--- src/hw/gauge_serial_map.svh ---
`ifndef GAUGE_SERIAL_MAP_SVH
`define GAUGE_SERIAL_MAP_SVH

`define CLK_HZ 20000000
`define BAUD_MIN 75
`define TALK_PERIOD_MS 5000
`define MS_PER_S 1000
`define SYNC_SETTLE 3'h3
`define CHAR_LF 8'h0A

// switch word: bit n-1 is switch n, on = 1
`define SW_MODE 0
`define SW_RTS_STD 1
`define SW_FRAME_LO 2
`define SW_FRAME_HI 4
`define SW_BAUD_LO 5
`define SW_BAUD_HI 7

// framing codes {sw3, sw4, sw5}
`define FRAME_8N2 3'h7
`define FRAME_8E1 3'h6
`define FRAME_8O1 3'h5
`define FRAME_8N1 3'h4
`define FRAME_7E1 3'h3
`define FRAME_7O1 3'h2
`define FRAME_7E2 3'h1
`define FRAME_7O2 3'h0

`endif

--- src/hw/gauge_serial_pkg.sv ---
package gauge_serial_pkg;

    typedef enum logic [1:0] {PAR_NONE, PAR_EVEN, PAR_ODD} parity_type;

    typedef struct packed {
        logic eight;
        parity_type par;
        logic two_stop;
    } frame_type;

    typedef struct packed {
        logic cmd_mode;
        logic rts_std;
        frame_type frame;
        logic [2:0] baud_code;
        logic hs_force;
        logic dcd_force;
    } cfg_type;

    typedef struct packed {
        logic valid;
        logic last;
        logic [7:0] data;
    } cmd_type;

    typedef struct packed {
        logic req;
        logic all;
    } talk_type;

    typedef enum {RX_IDLE, RX_START, RX_DATA, RX_PAR, RX_STOP} rx_state_type;
    typedef enum {TX_IDLE, TX_WAIT, TX_START, TX_DATA, TX_PAR, TX_STOP} tx_state_type;

endpackage

--- src/hw/msg_buffer.sv ---
`timescale 1ns/10ps
module msg_buffer #(
    parameter int WIDTH = 8,
    parameter int DEPTH = 64,
    parameter int AW = 6
) (
    input wire logic clk,
    input wire logic sys_rst,
    input wire logic we,
    input wire logic [AW-1:0] waddr,
    input wire logic [WIDTH-1:0] wdata,
    input wire logic [AW-1:0] raddr,
    output logic [WIDTH-1:0] rdata
);
    logic [WIDTH-1:0] mem [DEPTH];

    always_ff @(posedge clk) begin
        if (we) begin
            mem[waddr] <= wdata;
        end
    end

    always_ff @(posedge clk) begin
        if (sys_rst) begin
            rdata <= '0;
        end else begin
            rdata <= mem[raddr];
        end
    end
endmodule

--- src/hw/gauge_serial_port.sv ---
// Function
// configuration switches are read once after power-up only.
// three switches pick baud, 9600 all on down to 75 all off.
// three framing switches pick data bits, parity and stop bits.
// default is 9600 8N1 with carrier, clear and ready forced true.
// mode switch on gives command-response, off gives talk-only output.
// talk-only requests a three-reading message about every 5 seconds.
// without the secondary gauge module only the ion reading is sent.
// each sent byte waits for clear-to-send and data-set-ready both true.
// the force switch makes clear-to-send and data-set-ready always true.
// characters seen with carrier false are dropped unless forced; none while RTS.
// RTS stays deasserted from power-up until a first message arrives; the pin sits low until capture, the asserted level when inverted.
// RTS asserts at received terminator, drops after reply terminator is sent.
// polarity switch on gives modem RTS polarity, off gives inverted.
// terminal-ready output is asserted whenever powered.
// received characters are buffered until a line-feed terminator.
// start low, data LSB first, optional parity, one or two stops high.
// framing switch codes follow the separate framing code table.
`timescale 1ns/10ps
`include "gauge_serial_map.svh"
module gauge_serial_port import gauge_serial_pkg::*; #(
    parameter int CLK_HZ = `CLK_HZ,
    parameter int TALK_CYCLES = `TALK_PERIOD_MS * (`CLK_HZ / `MS_PER_S),
    parameter int DEPTH = 64,
    parameter int AW = 6,
    parameter int CW = 24,
    parameter int TW = 28
) (
    input wire logic clk,
    input wire logic sys_rst,
    input wire logic [7:0] cfg_switch,
    input wire logic hs_force_sw,
    input wire logic dcd_force_sw,
    input wire logic rxd,
    input wire logic cts,
    input wire logic dsr,
    input wire logic dcd,
    input wire logic secondary_present,
    input wire logic [7:0] reply_data,
    input wire logic reply_valid,
    output logic reply_ready,
    output logic txd,
    output logic rts,
    output logic dtr,
    output cmd_type cmd,
    output talk_type talk,
    output logic cfg_done
);
    localparam int PW = 15;

    function automatic logic [CW-1:0] bit_cycles(input logic [2:0] code);
        bit_cycles = CW'(CLK_HZ / (`BAUD_MIN << code));
    endfunction

    function automatic frame_type frame_decode(input logic [2:0] code);
        frame_type f;
        f = '{eight: 1'b1, par: PAR_NONE, two_stop: 1'b0};
        case (code)
            `FRAME_8N2: f = '{eight: 1'b1, par: PAR_NONE, two_stop: 1'b1};
            `FRAME_8E1: f = '{eight: 1'b1, par: PAR_EVEN, two_stop: 1'b0};
            `FRAME_8O1: f = '{eight: 1'b1, par: PAR_ODD, two_stop: 1'b0};
            `FRAME_8N1: f = '{eight: 1'b1, par: PAR_NONE, two_stop: 1'b0};
            `FRAME_7E1: f = '{eight: 1'b0, par: PAR_EVEN, two_stop: 1'b0};
            `FRAME_7O1: f = '{eight: 1'b0, par: PAR_ODD, two_stop: 1'b0};
            `FRAME_7E2: f = '{eight: 1'b0, par: PAR_EVEN, two_stop: 1'b1};
            default: f = '{eight: 1'b0, par: PAR_ODD, two_stop: 1'b1};
        endcase
        frame_decode = f;
    endfunction

    // switch n sits at bit n-1, but each code reads its lowest switch as msb
    function automatic logic [2:0] sw_order(input logic [2:0] s);
        sw_order = {s[0], s[1], s[2]};
    endfunction

    // pins pass two flops before any use
    logic [PW-1:0] pin_meta_reg;
    logic [PW-1:0] pin_sync_reg;
    always_ff @(posedge clk) begin
        if (sys_rst) begin
            pin_meta_reg <= '0;
            pin_sync_reg <= '0;
        end else begin
            pin_meta_reg <= {cfg_switch, hs_force_sw, dcd_force_sw, rxd, cts, dsr, dcd, secondary_present};
            pin_sync_reg <= pin_meta_reg;
        end
    end

    wire [7:0] sw_s = pin_sync_reg[14:7];
    wire hs_force_s = pin_sync_reg[6];
    wire dcd_force_s = pin_sync_reg[5];
    wire rxd_s = pin_sync_reg[4];
    wire cts_s = pin_sync_reg[3];
    wire dsr_s = pin_sync_reg[2];
    wire dcd_s = pin_sync_reg[1];
    wire secondary_s = pin_sync_reg[0];

    // switches latched once; later changes need a power cycle
    cfg_type cfg_reg;
    logic cfg_done_reg;
    logic [2:0] settle_reg;
    always_ff @(posedge clk) begin
        if (sys_rst) begin
            cfg_reg <= '0;
            cfg_done_reg <= 1'b0;
            settle_reg <= '0;
        end else if (!cfg_done_reg) begin
            settle_reg <= settle_reg + 3'h1;
            if (settle_reg == `SYNC_SETTLE) begin
                cfg_done_reg <= 1'b1;
                cfg_reg.cmd_mode <= sw_s[`SW_MODE];
                cfg_reg.rts_std <= sw_s[`SW_RTS_STD];
                cfg_reg.frame <= frame_decode(sw_order(sw_s[`SW_FRAME_HI:`SW_FRAME_LO]));
                cfg_reg.baud_code <= sw_order(sw_s[`SW_BAUD_HI:`SW_BAUD_LO]); // all on is 9600
                cfg_reg.hs_force <= hs_force_s;
                cfg_reg.dcd_force <= dcd_force_s;
            end
        end
    end

    wire [CW-1:0] full_bit = bit_cycles(cfg_reg.baud_code);
    wire [CW-1:0] half_bit = full_bit >> 1;
    wire [2:0] last_bit = cfg_reg.frame.eight ? 3'h7 : 3'h6;
    wire par_on = cfg_reg.frame.par != PAR_NONE;
    wire par_odd = cfg_reg.frame.par == PAR_ODD;
    wire hs_ok = cfg_reg.hs_force | (cts_s & dsr_s);
    wire dcd_ok = cfg_reg.dcd_force | dcd_s;
    logic rts_active_reg;

    // receiver
    rx_state_type rx_state_reg;
    logic [CW-1:0] rx_cnt_reg;
    logic [2:0] rx_bit_reg;
    logic [7:0] rx_shift_reg;
    logic rx_par_reg;
    logic rx_bad_reg;
    wire rx_tick = rx_cnt_reg == '0;
    wire rx_last_stop = !cfg_reg.frame.two_stop || rx_bit_reg != 3'h0;
    wire [7:0] rx_char = cfg_reg.frame.eight ? rx_shift_reg : {1'b0, rx_shift_reg[7:1]};
    wire rx_store = rx_state_reg == RX_STOP && rx_tick && rx_last_stop && rxd_s && !rx_bad_reg
        && dcd_ok && !rts_active_reg && cfg_reg.cmd_mode;

    always_ff @(posedge clk) begin
        if (sys_rst) begin
            rx_state_reg <= RX_IDLE;
            rx_cnt_reg <= '0;
            rx_bit_reg <= '0;
            rx_shift_reg <= '0;
            rx_par_reg <= 1'b0;
            rx_bad_reg <= 1'b0;
        end else begin
            rx_cnt_reg <= rx_cnt_reg - CW'(1);
            if (!dcd_ok) begin
                rx_bad_reg <= 1'b1;
            end
            case (rx_state_reg)
                RX_IDLE: begin
                    if (cfg_done_reg && !rxd_s) begin
                        rx_state_reg <= RX_START;
                        rx_cnt_reg <= half_bit;
                        rx_bad_reg <= !dcd_ok;
                        rx_par_reg <= 1'b0;
                        rx_bit_reg <= '0;
                    end
                end
                RX_START: begin
                    if (rx_tick) begin
                        rx_state_reg <= rxd_s ? RX_IDLE : RX_DATA; // glitch rejected
                        rx_cnt_reg <= full_bit - CW'(1);
                    end
                end
                RX_DATA: begin
                    if (rx_tick) begin
                        rx_shift_reg <= {rxd_s, rx_shift_reg[7:1]};
                        rx_par_reg <= rx_par_reg ^ rxd_s;
                        rx_bit_reg <= rx_bit_reg + 3'h1;
                        rx_cnt_reg <= full_bit - CW'(1);
                        if (rx_bit_reg == last_bit) begin
                            rx_state_reg <= par_on ? RX_PAR : RX_STOP;
                            rx_bit_reg <= '0;
                        end
                    end
                end
                RX_PAR: begin
                    if (rx_tick) begin
                        if ((rx_par_reg ^ rxd_s) != par_odd) begin
                            rx_bad_reg <= 1'b1;
                        end
                        rx_state_reg <= RX_STOP;
                        rx_cnt_reg <= full_bit - CW'(1);
                    end
                end
                RX_STOP: begin
                    if (rx_tick) begin
                        // ends mid stop bit so a following start edge is not missed
                        if (rx_last_stop || !rxd_s) begin
                            rx_state_reg <= RX_IDLE;
                        end else begin
                            rx_bit_reg <= 3'h1;
                            rx_cnt_reg <= full_bit - CW'(1);
                        end
                    end
                end
                default: rx_state_reg <= RX_IDLE;
            endcase
        end
    end

    // message store and readout toward the parser
    logic [AW-1:0] wr_ptr_reg;
    logic [AW-1:0] rd_ptr_reg;
    logic [AW-1:0] msg_end_reg;
    logic rd_busy_reg;
    logic rd_pend_reg;
    logic rd_last_pend_reg;
    logic [7:0] buf_q;
    wire rx_is_lf = rx_char == `CHAR_LF;
    // last slot kept for the terminator; overlong text is truncated
    wire buf_room = wr_ptr_reg != AW'(DEPTH - 1);
    wire buf_we = rx_store && (buf_room || rx_is_lf);
    wire lf_stored = buf_we && rx_is_lf;
    wire rd_at_end = rd_ptr_reg == msg_end_reg;

    msg_buffer #(.WIDTH(8), .DEPTH(DEPTH), .AW(AW)) u_buf (
        .clk(clk),
        .sys_rst(sys_rst),
        .we(buf_we),
        .waddr(wr_ptr_reg),
        .wdata(rx_char),
        .raddr(rd_ptr_reg),
        .rdata(buf_q)
    );

    always_ff @(posedge clk) begin
        if (sys_rst) begin
            wr_ptr_reg <= '0;
            rd_ptr_reg <= '0;
            msg_end_reg <= '0;
            rd_busy_reg <= 1'b0;
            rd_pend_reg <= 1'b0;
            rd_last_pend_reg <= 1'b0;
            cmd <= '0;
        end else begin
            rd_pend_reg <= rd_busy_reg;
            rd_last_pend_reg <= rd_busy_reg && rd_at_end;
            cmd <= '{valid: rd_pend_reg, last: rd_last_pend_reg, data: buf_q};
            if (lf_stored) begin
                wr_ptr_reg <= '0;
                msg_end_reg <= wr_ptr_reg;
                rd_ptr_reg <= '0;
                rd_busy_reg <= 1'b1;
            end else if (buf_we) begin
                wr_ptr_reg <= wr_ptr_reg + AW'(1);
            end
            if (rd_busy_reg) begin
                rd_ptr_reg <= rd_ptr_reg + AW'(1);
                if (rd_at_end) begin
                    rd_busy_reg <= 1'b0;
                end
            end
        end
    end

    // transmitter
    tx_state_type tx_state_reg;
    logic [CW-1:0] tx_cnt_reg;
    logic [2:0] tx_bit_reg;
    logic [7:0] tx_shift_reg;
    logic tx_par_reg;
    logic tx_lf_reg;
    wire tx_tick = tx_cnt_reg == '0;
    wire tx_accept = reply_valid && reply_ready;
    wire tx_last_stop = !cfg_reg.frame.two_stop || tx_bit_reg != 3'h0;
    wire tx_done = tx_state_reg == TX_STOP && tx_tick && tx_last_stop;

    always_ff @(posedge clk) begin
        if (sys_rst) begin
            tx_state_reg <= TX_IDLE;
            tx_cnt_reg <= '0;
            tx_bit_reg <= '0;
            tx_shift_reg <= '0;
            tx_par_reg <= 1'b0;
            tx_lf_reg <= 1'b0;
            txd <= 1'b1;
            reply_ready <= 1'b0;
        end else begin
            tx_cnt_reg <= tx_cnt_reg - CW'(1);
            case (tx_state_reg)
                TX_IDLE: begin
                    reply_ready <= cfg_done_reg && !tx_accept;
                    if (tx_accept) begin
                        tx_state_reg <= TX_WAIT;
                        tx_shift_reg <= reply_data;
                        tx_lf_reg <= reply_data == `CHAR_LF;
                        tx_par_reg <= 1'b0;
                    end
                end
                TX_WAIT: begin
                    if (hs_ok) begin
                        tx_state_reg <= TX_START;
                        txd <= 1'b0;
                        tx_cnt_reg <= full_bit - CW'(1);
                        tx_bit_reg <= '0;
                    end
                end
                TX_START, TX_DATA: begin
                    if (tx_tick) begin
                        tx_cnt_reg <= full_bit - CW'(1);
                        if (tx_state_reg == TX_DATA && tx_bit_reg == last_bit) begin
                            tx_state_reg <= par_on ? TX_PAR : TX_STOP;
                            txd <= par_on ? (tx_par_reg ^ par_odd) : 1'b1;
                            tx_bit_reg <= '0;
                        end else begin
                            if (tx_state_reg == TX_DATA) begin
                                tx_bit_reg <= tx_bit_reg + 3'h1;
                            end
                            tx_state_reg <= TX_DATA;
                            txd <= tx_shift_reg[0]; // lsb first
                            tx_par_reg <= tx_par_reg ^ tx_shift_reg[0];
                            tx_shift_reg <= {1'b0, tx_shift_reg[7:1]};
                        end
                    end
                end
                TX_PAR: begin
                    if (tx_tick) begin
                        tx_state_reg <= TX_STOP;
                        txd <= 1'b1;
                        tx_cnt_reg <= full_bit - CW'(1);
                    end
                end
                TX_STOP: begin
                    if (tx_tick) begin
                        tx_cnt_reg <= full_bit - CW'(1);
                        if (tx_last_stop) begin
                            tx_state_reg <= TX_IDLE;
                            reply_ready <= 1'b1;
                        end else begin
                            tx_bit_reg <= 3'h1;
                        end
                    end
                end
                default: tx_state_reg <= TX_IDLE;
            endcase
        end
    end

    // hold-off and fixed lines; set beats clear
    logic [TW-1:0] talk_cnt_reg;
    wire talk_fire = cfg_done_reg && !cfg_reg.cmd_mode && talk_cnt_reg == '0;
    // held at zero until capture so the first message follows power-up
    wire [TW-1:0] talk_cnt_next = talk_fire ? TW'(TALK_CYCLES - 1) : (cfg_done_reg ? talk_cnt_reg - TW'(1) : '0);
    always_ff @(posedge clk) begin
        if (sys_rst) begin
            rts_active_reg <= 1'b0;
            rts <= 1'b0;
            dtr <= 1'b1;
            talk_cnt_reg <= '0;
            talk <= '0;
            cfg_done <= 1'b0;
        end else begin
            if (lf_stored) begin
                rts_active_reg <= 1'b1;
            end else if (tx_done && tx_lf_reg) begin
                rts_active_reg <= 1'b0;
            end
            rts <= cfg_done_reg && (cfg_reg.rts_std ? rts_active_reg : !rts_active_reg);
            dtr <= 1'b1;
            cfg_done <= cfg_done_reg;
            talk_cnt_reg <= talk_cnt_next;
            talk <= '{req: talk_fire, all: secondary_s};
        end
    end
endmodule

--- config.mk ---
export PLATFORM = sky130hd
export DESIGN_NAME = gauge_serial_port
export DESIGN_NICKNAME = d
export VERILOG_FILES = /design/src/hw/gauge_serial_pkg.sv /design/src/hw/msg_buffer.sv /design/src/hw/gauge_serial_port.sv
export VERILOG_INCLUDE_DIRS = /design/src /design/src/hw
export SDC_FILE = /design/constraint.sdc
export NUM_CORES = 1
export LEC_CHECK = 0
export BUFFER_PORTS_ARGS = -buffer_cell sky130_fd_sc_hd__buf_4
export CAP_MARGIN = 15
export CELL_PAD_IN_SITES_DETAIL_PLACEMENT = 1
export CELL_PAD_IN_SITES_GLOBAL_PLACEMENT = 2
export CORE_MARGIN = 2
export CORE_UTILIZATION = 35
export DETAILED_ROUTE_END_ITERATION = 6
export PLACE_DENSITY = 0.72
export REMOVE_ABC_BUFFERS = 1
export SLEW_MARGIN = 30
export SYNTH_ARGS = -nofsm -noshare
export SYNTH_HDL_FRONTEND = slang
export SYNTH_SLANG_ARGS = --single-unit
export TNS_END_PERCENT = 20
--- constraint.sdc ---
create_clock -name clk -period 92.4 [get_ports clk]
set_input_delay 9.24 -clock clk [delete_from_list [all_inputs] [get_ports clk]]
set_output_delay 9.24 -clock clk [all_outputs]
set_load 0.02 [all_outputs]
==> impl_metrics.sql, run 1 <==
INSERT INTO impl_metrics (metric_group, metric, value, unit) VALUES
('status', 'run_status', 'completed', ''),
('synth', 'postSynth.asyncResetShare', '0', '%'),
('routing', 'route.detailed.drc', '0', ''),
('grt', 'grt_start_max_net_pins', '72', ''),
('timing', 'rsz0062_at_grt', 'no', ''),
('synth', 'synth_top_area_share', '29.4', '%'),
('critical_path', 'critical_path.max_fanout', '36', ''),
('floorplanning', 'fp-row-count', '141', ''),
('hold_path', 'holdCritPathClass', 'flop to flop', ''),
('routing', 'drtPass1Iterations', '6', ''),
('timing', 'achievable-frequency', '12.4', 'MHz'),
('cts', 'cts_setup_buffers', '0', ''),
('floorplanning', 'initial_core_util', '35.3', '%'),
('critical_path', 'critPathMostFrequentCell', 'sky130_fd_sc_hd__a21oi_1', ''),
('synth', 'synth.top_cells.by_area', 'sky130_fd_sc_hd__edfxtp_1, sky130_fd_sc_hd__ha_1, sky130_fd_sc_hd__dfxtp_1', ''),
('synth', 'synth_top_cell_by_area', 'sky130_fd_sc_hd__edfxtp_1', ''),
('routing', 'postRouteWirelength', '188', 'mm'),
('critical_path', 'startpoint_type', 'flop', ''),
('cts', 'tritoncts', 'done', ''),
('critical_path', 'cp.arrival', '80.87', 'ns'),
('synth', 'netlist_area', '52400', 'um2'),
('timing', 'final.setup.tns', '0', 'ns'),
('timing', 'fin_worst_skew', '0.0501', 'ns'),
('layout', 'area_growth', '9.62', '%'),
('timing', 'final_hold_viol_count', '0', ''),
('synth', 'yosysSeqAreaShare', '37.0', '%'),
('routing', 'met1Wirelength', '85.9', 'mm'),
('placement', 'detailed_place_hpwl', '139', 'mm'),
('floorplanning', 'die_w', '391', 'um'),
('grt', 'grt_first_pass_wirelength', '286', 'mm'),
('cts', 'postCtsHoldBufs', '0', ''),
('cts', 'numCtsBuffers', '74', ''),
('critical_path', 'max_stage_delay', '0.80', 'ns'),
('synth', 'average_instance_area_after_synthesis', '9.64', 'um2'),
('synth', 'synth-main-ff-cell', 'sky130_fd_sc_hd__edfxtp_1', ''),
('synth', 'synthesis.instances', '5431', ''),
('placement', 'place_area', '54800', 'um2'),
('routing', 'dr_wl_met2', '91.0', 'mm'),
('cts', 'worst_setup_hold_path_clk_slew', '0.08', 'ns'),
('cts', 'clock_latency_reported_for_the_late_side_of_the_worst_skew_pair', '0.71', 'ns'),
('timing', 'tightest_slew', '1.07', 'ns'),
('placement', 'dp_slack', '13.01', 'ns'),
('routing', 'highest_routed_metal_layer', 'met4', ''),
('layout', 'finish.instance_area', '57400', 'um2'),
('layout', 'largest_register_ffs', '512', ''),
('critical_path', 'setup.worst_path.class', 'flop to flop', ''),
('grt', 'track_usage', '24.3', '%'),
('synth', 'synth-edff-count', '512', ''),
('cts', 'cts_root_buffer', 'sky130_fd_sc_hd__clkbuf_16', ''),
('routing', 'detailedRoute.firstIterationViolations', '2983', ''),
('grt', 'grt_remaining_overflow', '0', ''),
('timing', 'setup_slack', '12.07', 'ns'),
('floorplanning', 'die_y', '391', 'um'),
('critical_path', 'setup.worst_path.end_class', 'flop', ''),
('cts', 'ctsLongestPathBuffers', '3', ''),
('layout', 'share_of_final_layout_standard_cells_stronger_than_drive_strength_1', '11.9', '%'),
('job', 'cap_viol_max_count', '0', ''),
('timing', 'timing_max_transition_violations_final', '0', ''),
('timing', 'setup-violations-final', '0', ''),
('layout', 'finish.net_count', '5741', ''),
('routing', 'met3WireLength', '6.27', 'mm'),
('timing', 'final_critical_path_time_including_i_o_delays_and_setup', '80.33', 'ns'),
('routing', 'routed_wire_length_per_instance', '25.5', 'um'),
('critical_path', 'critical-path-slowest-cell', 'sky130_fd_sc_hd__nor3_1', ''),
('routing', 'routed_via_density', '5.95', ''),
('grt', 'grt_pass1_vias', '44926', ''),
('cts', 'post_cts_resized', '0', ''),
('cts', 'cts_htree_levels', '3', ''),
('synth', 'post_synth_num_cell_types', '142', ''),
('placement', 'gpl.final_weighted_congestion', '0.875', ''),
('placement', 'port-buffer-count', '41', ''),
('routing', 'postRouteAntennaNets', '0', ''),
('floorplanning', 'die_area', '153000', 'um2'),
('routing', 'vias', '43917', ''),
('cts', 'cts_num_sinks', '711', ''),
('synth', 'synth_seq_cells', '711', ''),
('floorplanning', 'coreArea', '148000', 'um2'),
('floorplanning', 'num_io_pins', '43', ''),
('timing', 'final.period_utilization', '86.9', '%'),
('grt', 'antenna_found_initial', '2', ''),
('synth', 'ys.warnings.count', '0', ''),
('timing', 'max-slew-margin-rel', '28.6', '%'),
('critical_path', 'critPathRequiredTime', '92.94', 'ns');
-- cells in the mapped netlist (20+ instances only) --
| library cell | n |
|---|---|
| sky130_fd_sc_hd__nor2_1 | 572 |
| sky130_fd_sc_hd__edfxtp_1 | 512 |
| sky130_fd_sc_hd__a21oi_1 | 414 |
| sky130_fd_sc_hd__nand2_1 | 401 |
| sky130_fd_sc_hd__ha_1 | 321 |
| sky130_fd_sc_hd__o21ai_0 | 251 |
| sky130_fd_sc_hd__dfxtp_1 | 199 |
| sky130_fd_sc_hd__xnor2_1 | 189 |
| sky130_fd_sc_hd__clkbuf_1 | 152 |
| sky130_fd_sc_hd__nor3_1 | 136 |
| sky130_fd_sc_hd__a21o_1 | 133 |
| sky130_fd_sc_hd__mux4_2 | 129 |
| sky130_fd_sc_hd__xor2_1 | 126 |
| sky130_fd_sc_hd__nor2b_1 | 110 |
| sky130_fd_sc_hd__mux2i_1 | 101 |
| sky130_fd_sc_hd__nand3_1 | 99 |
| sky130_fd_sc_hd__inv_1 | 98 |
| sky130_fd_sc_hd__nand2b_1 | 91 |
| sky130_fd_sc_hd__o21a_1 | 86 |
| sky130_fd_sc_hd__a211oi_1 | 84 |
| sky130_fd_sc_hd__or3_1 | 79 |
| sky130_fd_sc_hd__mux2_2 | 62 |
| sky130_fd_sc_hd__a31oi_1 | 61 |
| sky130_fd_sc_hd__nand4_1 | 59 |
| sky130_fd_sc_hd__o31ai_1 | 53 |
| sky130_fd_sc_hd__and2_1 | 49 |
| sky130_fd_sc_hd__or2_2 | 46 |
| sky130_fd_sc_hd__and3_1 | 45 |
| sky130_fd_sc_hd__nor4_1 | 45 |
| sky130_fd_sc_hd__buf_1 | 41 |
| sky130_fd_sc_hd__o211ai_1 | 38 |
| sky130_fd_sc_hd__o221ai_1 | 32 |
| sky130_fd_sc_hd__o21bai_1 | 26 |
| sky130_fd_sc_hd__o22ai_1 | 25 |
| sky130_fd_sc_hd__o21ai_1 | 24 |
| sky130_fd_sc_hd__or4_1 | 21 |
| sky130_fd_sc_hd__a21boi_0 | 20 |
-- path summary, 6_finish.rpt --
check                            start                   endpoint  slack [ns]  cells after the start
max            cfg_reg[4]$_SDFFE_PP0P_  rx_cnt_reg[14]$_SDFF_PP0_       12.07                    331
min          u_buf.rdata[2]$_SDFF_PP0_          cmd[2]$_SDFF_PP0_        0.44                      1
max reg2reg    cfg_reg[4]$_SDFFE_PP0P_  rx_cnt_reg[14]$_SDFF_PP0_       12.07                    331
min reg2reg  u_buf.rdata[2]$_SDFF_PP0_          cmd[2]$_SDFF_PP0_        0.44                      1
-- cell families (layout without fill, tap and decap cells) --
family	Yosys count	count (layout)	synth area share, %
AOI/OAI and AO/OA	1550	1550	20.1
buffers and inverters	358	379	3.00
muxes	294	294	8.86
other	2	5	0.0143
xor gates and xnor gates	316	316	5.30
DFF	711	711	37.0
adders and majority gates	321	321	7.67
and+or+nand+nor	1879	1879	18.1
-- critical path: cells and delay by family, from the launching register on --
family / cells / cell delay (ns)
compound gates: 146 / 32.30
simple gates: 126 / 29.63
fa+ha+maj: 30 / 9.78
buf+inv: 16 / 3.69
mux: 9 / 3.02
xor+xnor: 4 / 0.77
flops: 1 / 0.68
-- per-stage QoR --
step           hold slack, ns  cells  utilization [%]
2_1_floorplan           0.411   5184                -
3_3_place_gp            0.418   7248             37.0
3_5_place_dp            0.429   7248             37.0
4_1_cts                 0.442   7384             38.7
5_1_grt                 0.457   7384             38.7
6_report                0.435   7385             38.7
-- cells in the final DEF, fill, tap and decap left out, types with 45 or more instances in the layout --
cell type | synthesis | final
sky130_fd_sc_hd__nor2_1 | 572 | 570
sky130_fd_sc_hd__nand2b_1 | 91 | 89
sky130_fd_sc_hd__inv_1 | 98 | 97
sky130_fd_sc_hd__xor2_1 | 126 | 126
sky130_fd_sc_hd__clkbuf_16 | 0 | 80
sky130_fd_sc_hd__ha_1 | 321 | 320
sky130_fd_sc_hd__dfxtp_1 | 199 | 194
sky130_fd_sc_hd__and2_1 | 49 | 48
sky130_fd_sc_hd__or2_2 | 46 | 47
sky130_fd_sc_hd__and3_1 | 45 | 45
sky130_fd_sc_hd__o21ai_0 | 251 | 248
sky130_fd_sc_hd__a211oi_1 | 84 | 82
sky130_fd_sc_hd__or3_1 | 79 | 79
sky130_fd_sc_hd__o31ai_1 | 53 | 52
sky130_fd_sc_hd__mux4_2 | 129 | 129
sky130_fd_sc_hd__nand4_1 | 59 | 59
sky130_fd_sc_hd__buf_4 | 19 | 133
sky130_fd_sc_hd__nor4_1 | 45 | 45
sky130_fd_sc_hd__mux2i_1 | 101 | 100
sky130_fd_sc_hd__nor3_1 | 136 | 134
sky130_fd_sc_hd__a21oi_1 | 414 | 411
sky130_fd_sc_hd__o21a_1 | 86 | 86
sky130_fd_sc_hd__edfxtp_1 | 512 | 512
sky130_fd_sc_hd__a31oi_1 | 61 | 61
sky130_fd_sc_hd__a21o_1 | 133 | 133
sky130_fd_sc_hd__xnor2_1 | 189 | 189
sky130_fd_sc_hd__nand2_1 | 401 | 399
sky130_fd_sc_hd__nor2b_1 | 110 | 109
sky130_fd_sc_hd__nand3_1 | 99 | 99
sky130_fd_sc_hd__mux2_2 | 62 | 62
-- layer usage --
metal	global-route usage [%]	vias up
li1	-	20621
met3	1.87	221
met5	0	-
met2	41.8	877
met4	6.77	0
met1	32.7	22198
-- cell type report --
cell class                 count  area (um2)
fill                       16786       90800
multi-input combinational   4364       31600
sequential                   711       19400
tap                         1930        2410
clock buffer                 100        2200
timing repair buffer         134        1010
inverter                     109         412
clock inverter                36         384
antenna                        1        2.50
Power of run 1 is not shown: default switching activity piles up to over one toggle a cycle in this logic, so the estimate is an artifact.
==> inputs of run 2 (changes only) <==
Settings changed: REMOVE_ABC_BUFFERS 1 to unset.
==> run 2 against run 1 <==
Compared with the run above: non-clock buffer count down 5; cell count fell by 0.11%; sequential cell count stayed put; register-to-register slack lost 0.97 ns; critical path depth unchanged; via count rose by 0.14%; critical endpoint is now rx_cnt_reg[12]$_SDFF_PP0_; highest routed layer unchanged.
==> impl_metrics.sql, run 2 (synthesized netlist as in run 1, its figures left out) <==
INSERT INTO impl_metrics (metric_group, metric, value, unit) VALUES
('status', 'run_status', 'completed', ''),
('grt', 'grt_first_pass_wirelength', '288', 'mm'),
('grt', 'grt_remaining_overflow', '0', ''),
('cts', 'clock_latency_reported_for_the_late_side_of_the_worst_skew_pair', '0.67', 'ns'),
('critical_path', 'timing.rr.start', 'cfg_reg[3]$_SDFFE_PP0P_', ''),
('layout', 'layout.cells.most_common', 'sky130_fd_sc_hd__nor2_1', ''),
('timing', 'achievable-frequency', '12.3', 'MHz'),
('routing', 'highest_routed_metal_layer', 'met4', ''),
('cts', 'cts_root_buffer', 'sky130_fd_sc_hd__clkbuf_16', ''),
('routing', 'drtPass1Iterations', '5', ''),
('timing', 'setup-violations-final', '0', ''),
('timing', 'final.period_utilization', '88.0', '%'),
('timing', 'tightest_slew', '1.05', 'ns'),
('critical_path', 'endpoint', 'rx_cnt_reg[12]$_SDFF_PP0_', ''),
('timing', 'timing_max_transition_violations_final', '0', ''),
('routing', 'routed_via_density', '5.96', ''),
('critical_path', 'critical-path-slowest-cell', 'sky130_fd_sc_hd__nor4b_1', ''),
('critical_path', 'critPathRequiredTime', '92.94', 'ns'),
('routing', 'postRouteWirelength', '189', 'mm'),
('routing', 'route.detailed.drc', '0', ''),
('placement', 'number_of_placed_cells_counting_well_taps', '7243', ''),
('critical_path', 'crit-reg2reg-capture', 'rx_cnt_reg[12]$_SDFF_PP0_', ''),
('grt', 'track_usage', '24.5', '%'),
('layout', 'share_of_final_layout_standard_cells_stronger_than_drive_strength_1', '11.5', '%'),
('critical_path', 'worst_reg_to_reg_cells', '331', ''),
('critical_path', 'critPathMostFrequentCell', 'sky130_fd_sc_hd__a21oi_1', ''),
('grt', 'grt_pass1_vias', '45206', ''),
('critical_path', 'startpoint_type', 'flop', ''),
('floorplanning', 'coreArea', '148000', 'um2'),
('floorplanning', 'die_w', '391', 'um'),
('critical_path', 'setup.worst_path.class', 'flop to flop', ''),
('cts', 'numCtsBuffers', '73', ''),
('layout', 'largest_register_ffs', '512', ''),
('cts', 'tritoncts', 'done', ''),
('cts', 'cts_setup_buffers', '0', ''),
('cts', 'postCtsHoldBufs', '0', ''),
('floorplanning', 'fp-row-count', '141', ''),
('critical_path', 'max_stage_delay', '0.80', 'ns'),
('routing', 'met3WireLength', '6.82', 'mm'),
('critical_path', 'timing.reg2reg.setup_slack', '11.10', 'ns'),
('floorplanning', 'die_y', '391', 'um'),
('layout', 'final_cell_count_no_fill', '7377', ''),
('routing', 'vias', '43977', ''),
('timing', 'final.setup.tns', '0', 'ns'),
('routing', 'postRouteAntennaNets', '0', ''),
('timing', 'max-slew-margin-rel', '28.3', '%'),
('critical_path', 'critical_path.max_fanout', '30', ''),
('critical_path', 'cp.arrival', '81.83', 'ns'),
('timing', 'final_hold_viol_count', '0', ''),
('layout', 'area_growth', '9.24', '%'),
('placement', 'detailed_place_hpwl', '140', 'mm'),
('routing', 'dr_wl_met2', '91.0', 'mm'),
('grt', 'antenna_found_initial', '3', ''),
('timing', 'final_critical_path_time_including_i_o_delays_and_setup', '81.30', 'ns'),
('critical_path', 'setup.worst_path.end_class', 'flop', ''),
('floorplanning', 'die_area', '153000', 'um2'),
('layout', 'fillCellCount', '16751', ''),
('floorplanning', 'num_io_pins', '43', ''),
('layout', 'most-common-layout-cells', 'sky130_fd_sc_hd__nor2_1, sky130_fd_sc_hd__edfxtp_1, sky130_fd_sc_hd__a21oi_1', ''),
('timing', 'final.hold.worst_slack', '0.435', 'ns'),
('routing', 'met1Wirelength', '85.4', 'mm'),
('floorplanning', 'initial_core_util', '35.3', '%'),
('cts', 'cts_htree_levels', '3', ''),
('cts', 'ctsLongestPathBuffers', '3', ''),
('placement', 'gpl.final_weighted_congestion', '0.907', ''),
('cts', 'worst_setup_hold_path_clk_slew', '0.06', 'ns'),
('grt', 'grt_start_max_net_pins', '134', ''),
('critical_path', 'timing.critical_path.from', 'cfg_reg[3]$_SDFFE_PP0P_', ''),
('layout', 'finish.net_count', '5735', ''),
('hold_path', 'holdCritPathClass', 'flop to flop', ''),
('routing', 'routed_wire_length_per_instance', '25.6', 'um'),
('cts', 'post_cts_resized', '0', ''),
('job', 'cap_viol_max_count', '0', ''),
('layout', 'final_core_density', '38.6', '%'),
('timing', 'rsz0062_at_grt', 'no', ''),
('routing', 'detailedRoute.firstIterationViolations', '3101', ''),
('timing', 'fin_worst_skew', '0.0613', 'ns'),
('cts', 'cts_num_sinks', '711', ''),
('placement', 'port-buffer-count', '41', '');
==> run 2: cell types whose count changed in the layout (fill, tap and decap cells not counted), moves of 3 or more <==
| cell | change |
|---|---|
| sky130_fd_sc_hd__inv_6 | +3 |
| sky130_fd_sc_hd__clkinv_1 | +4 |
| sky130_fd_sc_hd__clkbuf_16 | -7 |
| sky130_fd_sc_hd__clkbuf_1 | +4 |
| sky130_fd_sc_hd__buf_4 | -8 |
| sky130_fd_sc_hd__clkbuf_8 | -6 |
==> run 2: cell type report <==
type,count,area [um2],share of cell area [%]
clock buffer,93,1960,3.43
sequential,711,19400,33.9
timing repair buffer,129,992,1.73
clock inverter,40,445,0.779
tap,1930,2410,4.22
antenna,1,2.50,0.00438
inverter,109,409,0.715
multi-input combinational,4364,31600,55.2
==> run 2: worst min-delay path by stage <==
stage	from	endpoint	slack (ns)	depth (start not counted)
after global placement	pin_sync_reg[0]$_SDFF_PP0_	talk[0]$_SDFF_PP0_	0.42	1
after global routing	pin_meta_reg[9]$_SDFF_PP0_	pin_sync_reg[9]$_SDFF_PP0_	0.45	1
after floorplan	u_buf.rdata[0]$_SDFF_PP0_	cmd[0]$_SDFF_PP0_	0.41	1
after detailed placement	rd_pend_reg$_SDFF_PP0_	cmd[9]$_SDFF_PP0_	0.43	1
final	pin_sync_reg[6]$_SDFF_PP0_	cfg_reg[1]$_SDFFE_PP0P_	0.44	2
after CTS	pin_sync_reg[6]$_SDFF_PP0_	cfg_reg[1]$_SDFFE_PP0P_	0.44	2
==> run 2: critical path, delay by kind of cell (launching register included) <==
kind | cells | cell delay [ns]
simple gates | 129 | 30.76
flops | 1 | 0.31
fa+ha+maj | 31 | 10.85
compound gates | 142 | 31.77
mux | 10 | 3.30
buf+inv | 12 | 2.65
xor+xnor | 7 | 1.21
==> run 2: per-layer routing <==
| metal | vias to the layer above | track usage (%) |
|---|---|---|
| li1 | 20602 | - |
| met1 | 22149 | 32.6 |
| met2 | 956 | 41.9 |
| met3 | 270 | 2.09 |
| met4 | 0 | 7.59 |
| met5 | - | 0 |
==> run 2: through the flow <==
step / worst slack, ns / instance area, um2
floorplan: 23.03 / 52400
global placement: 14.20 / 54700
detailed placement: 12.08 / 54800
CTS: 11.77 / 57200
global route: 4.03 / 57200
finish: 11.10 / 57200
Power of run 2 is left out for the same reason.
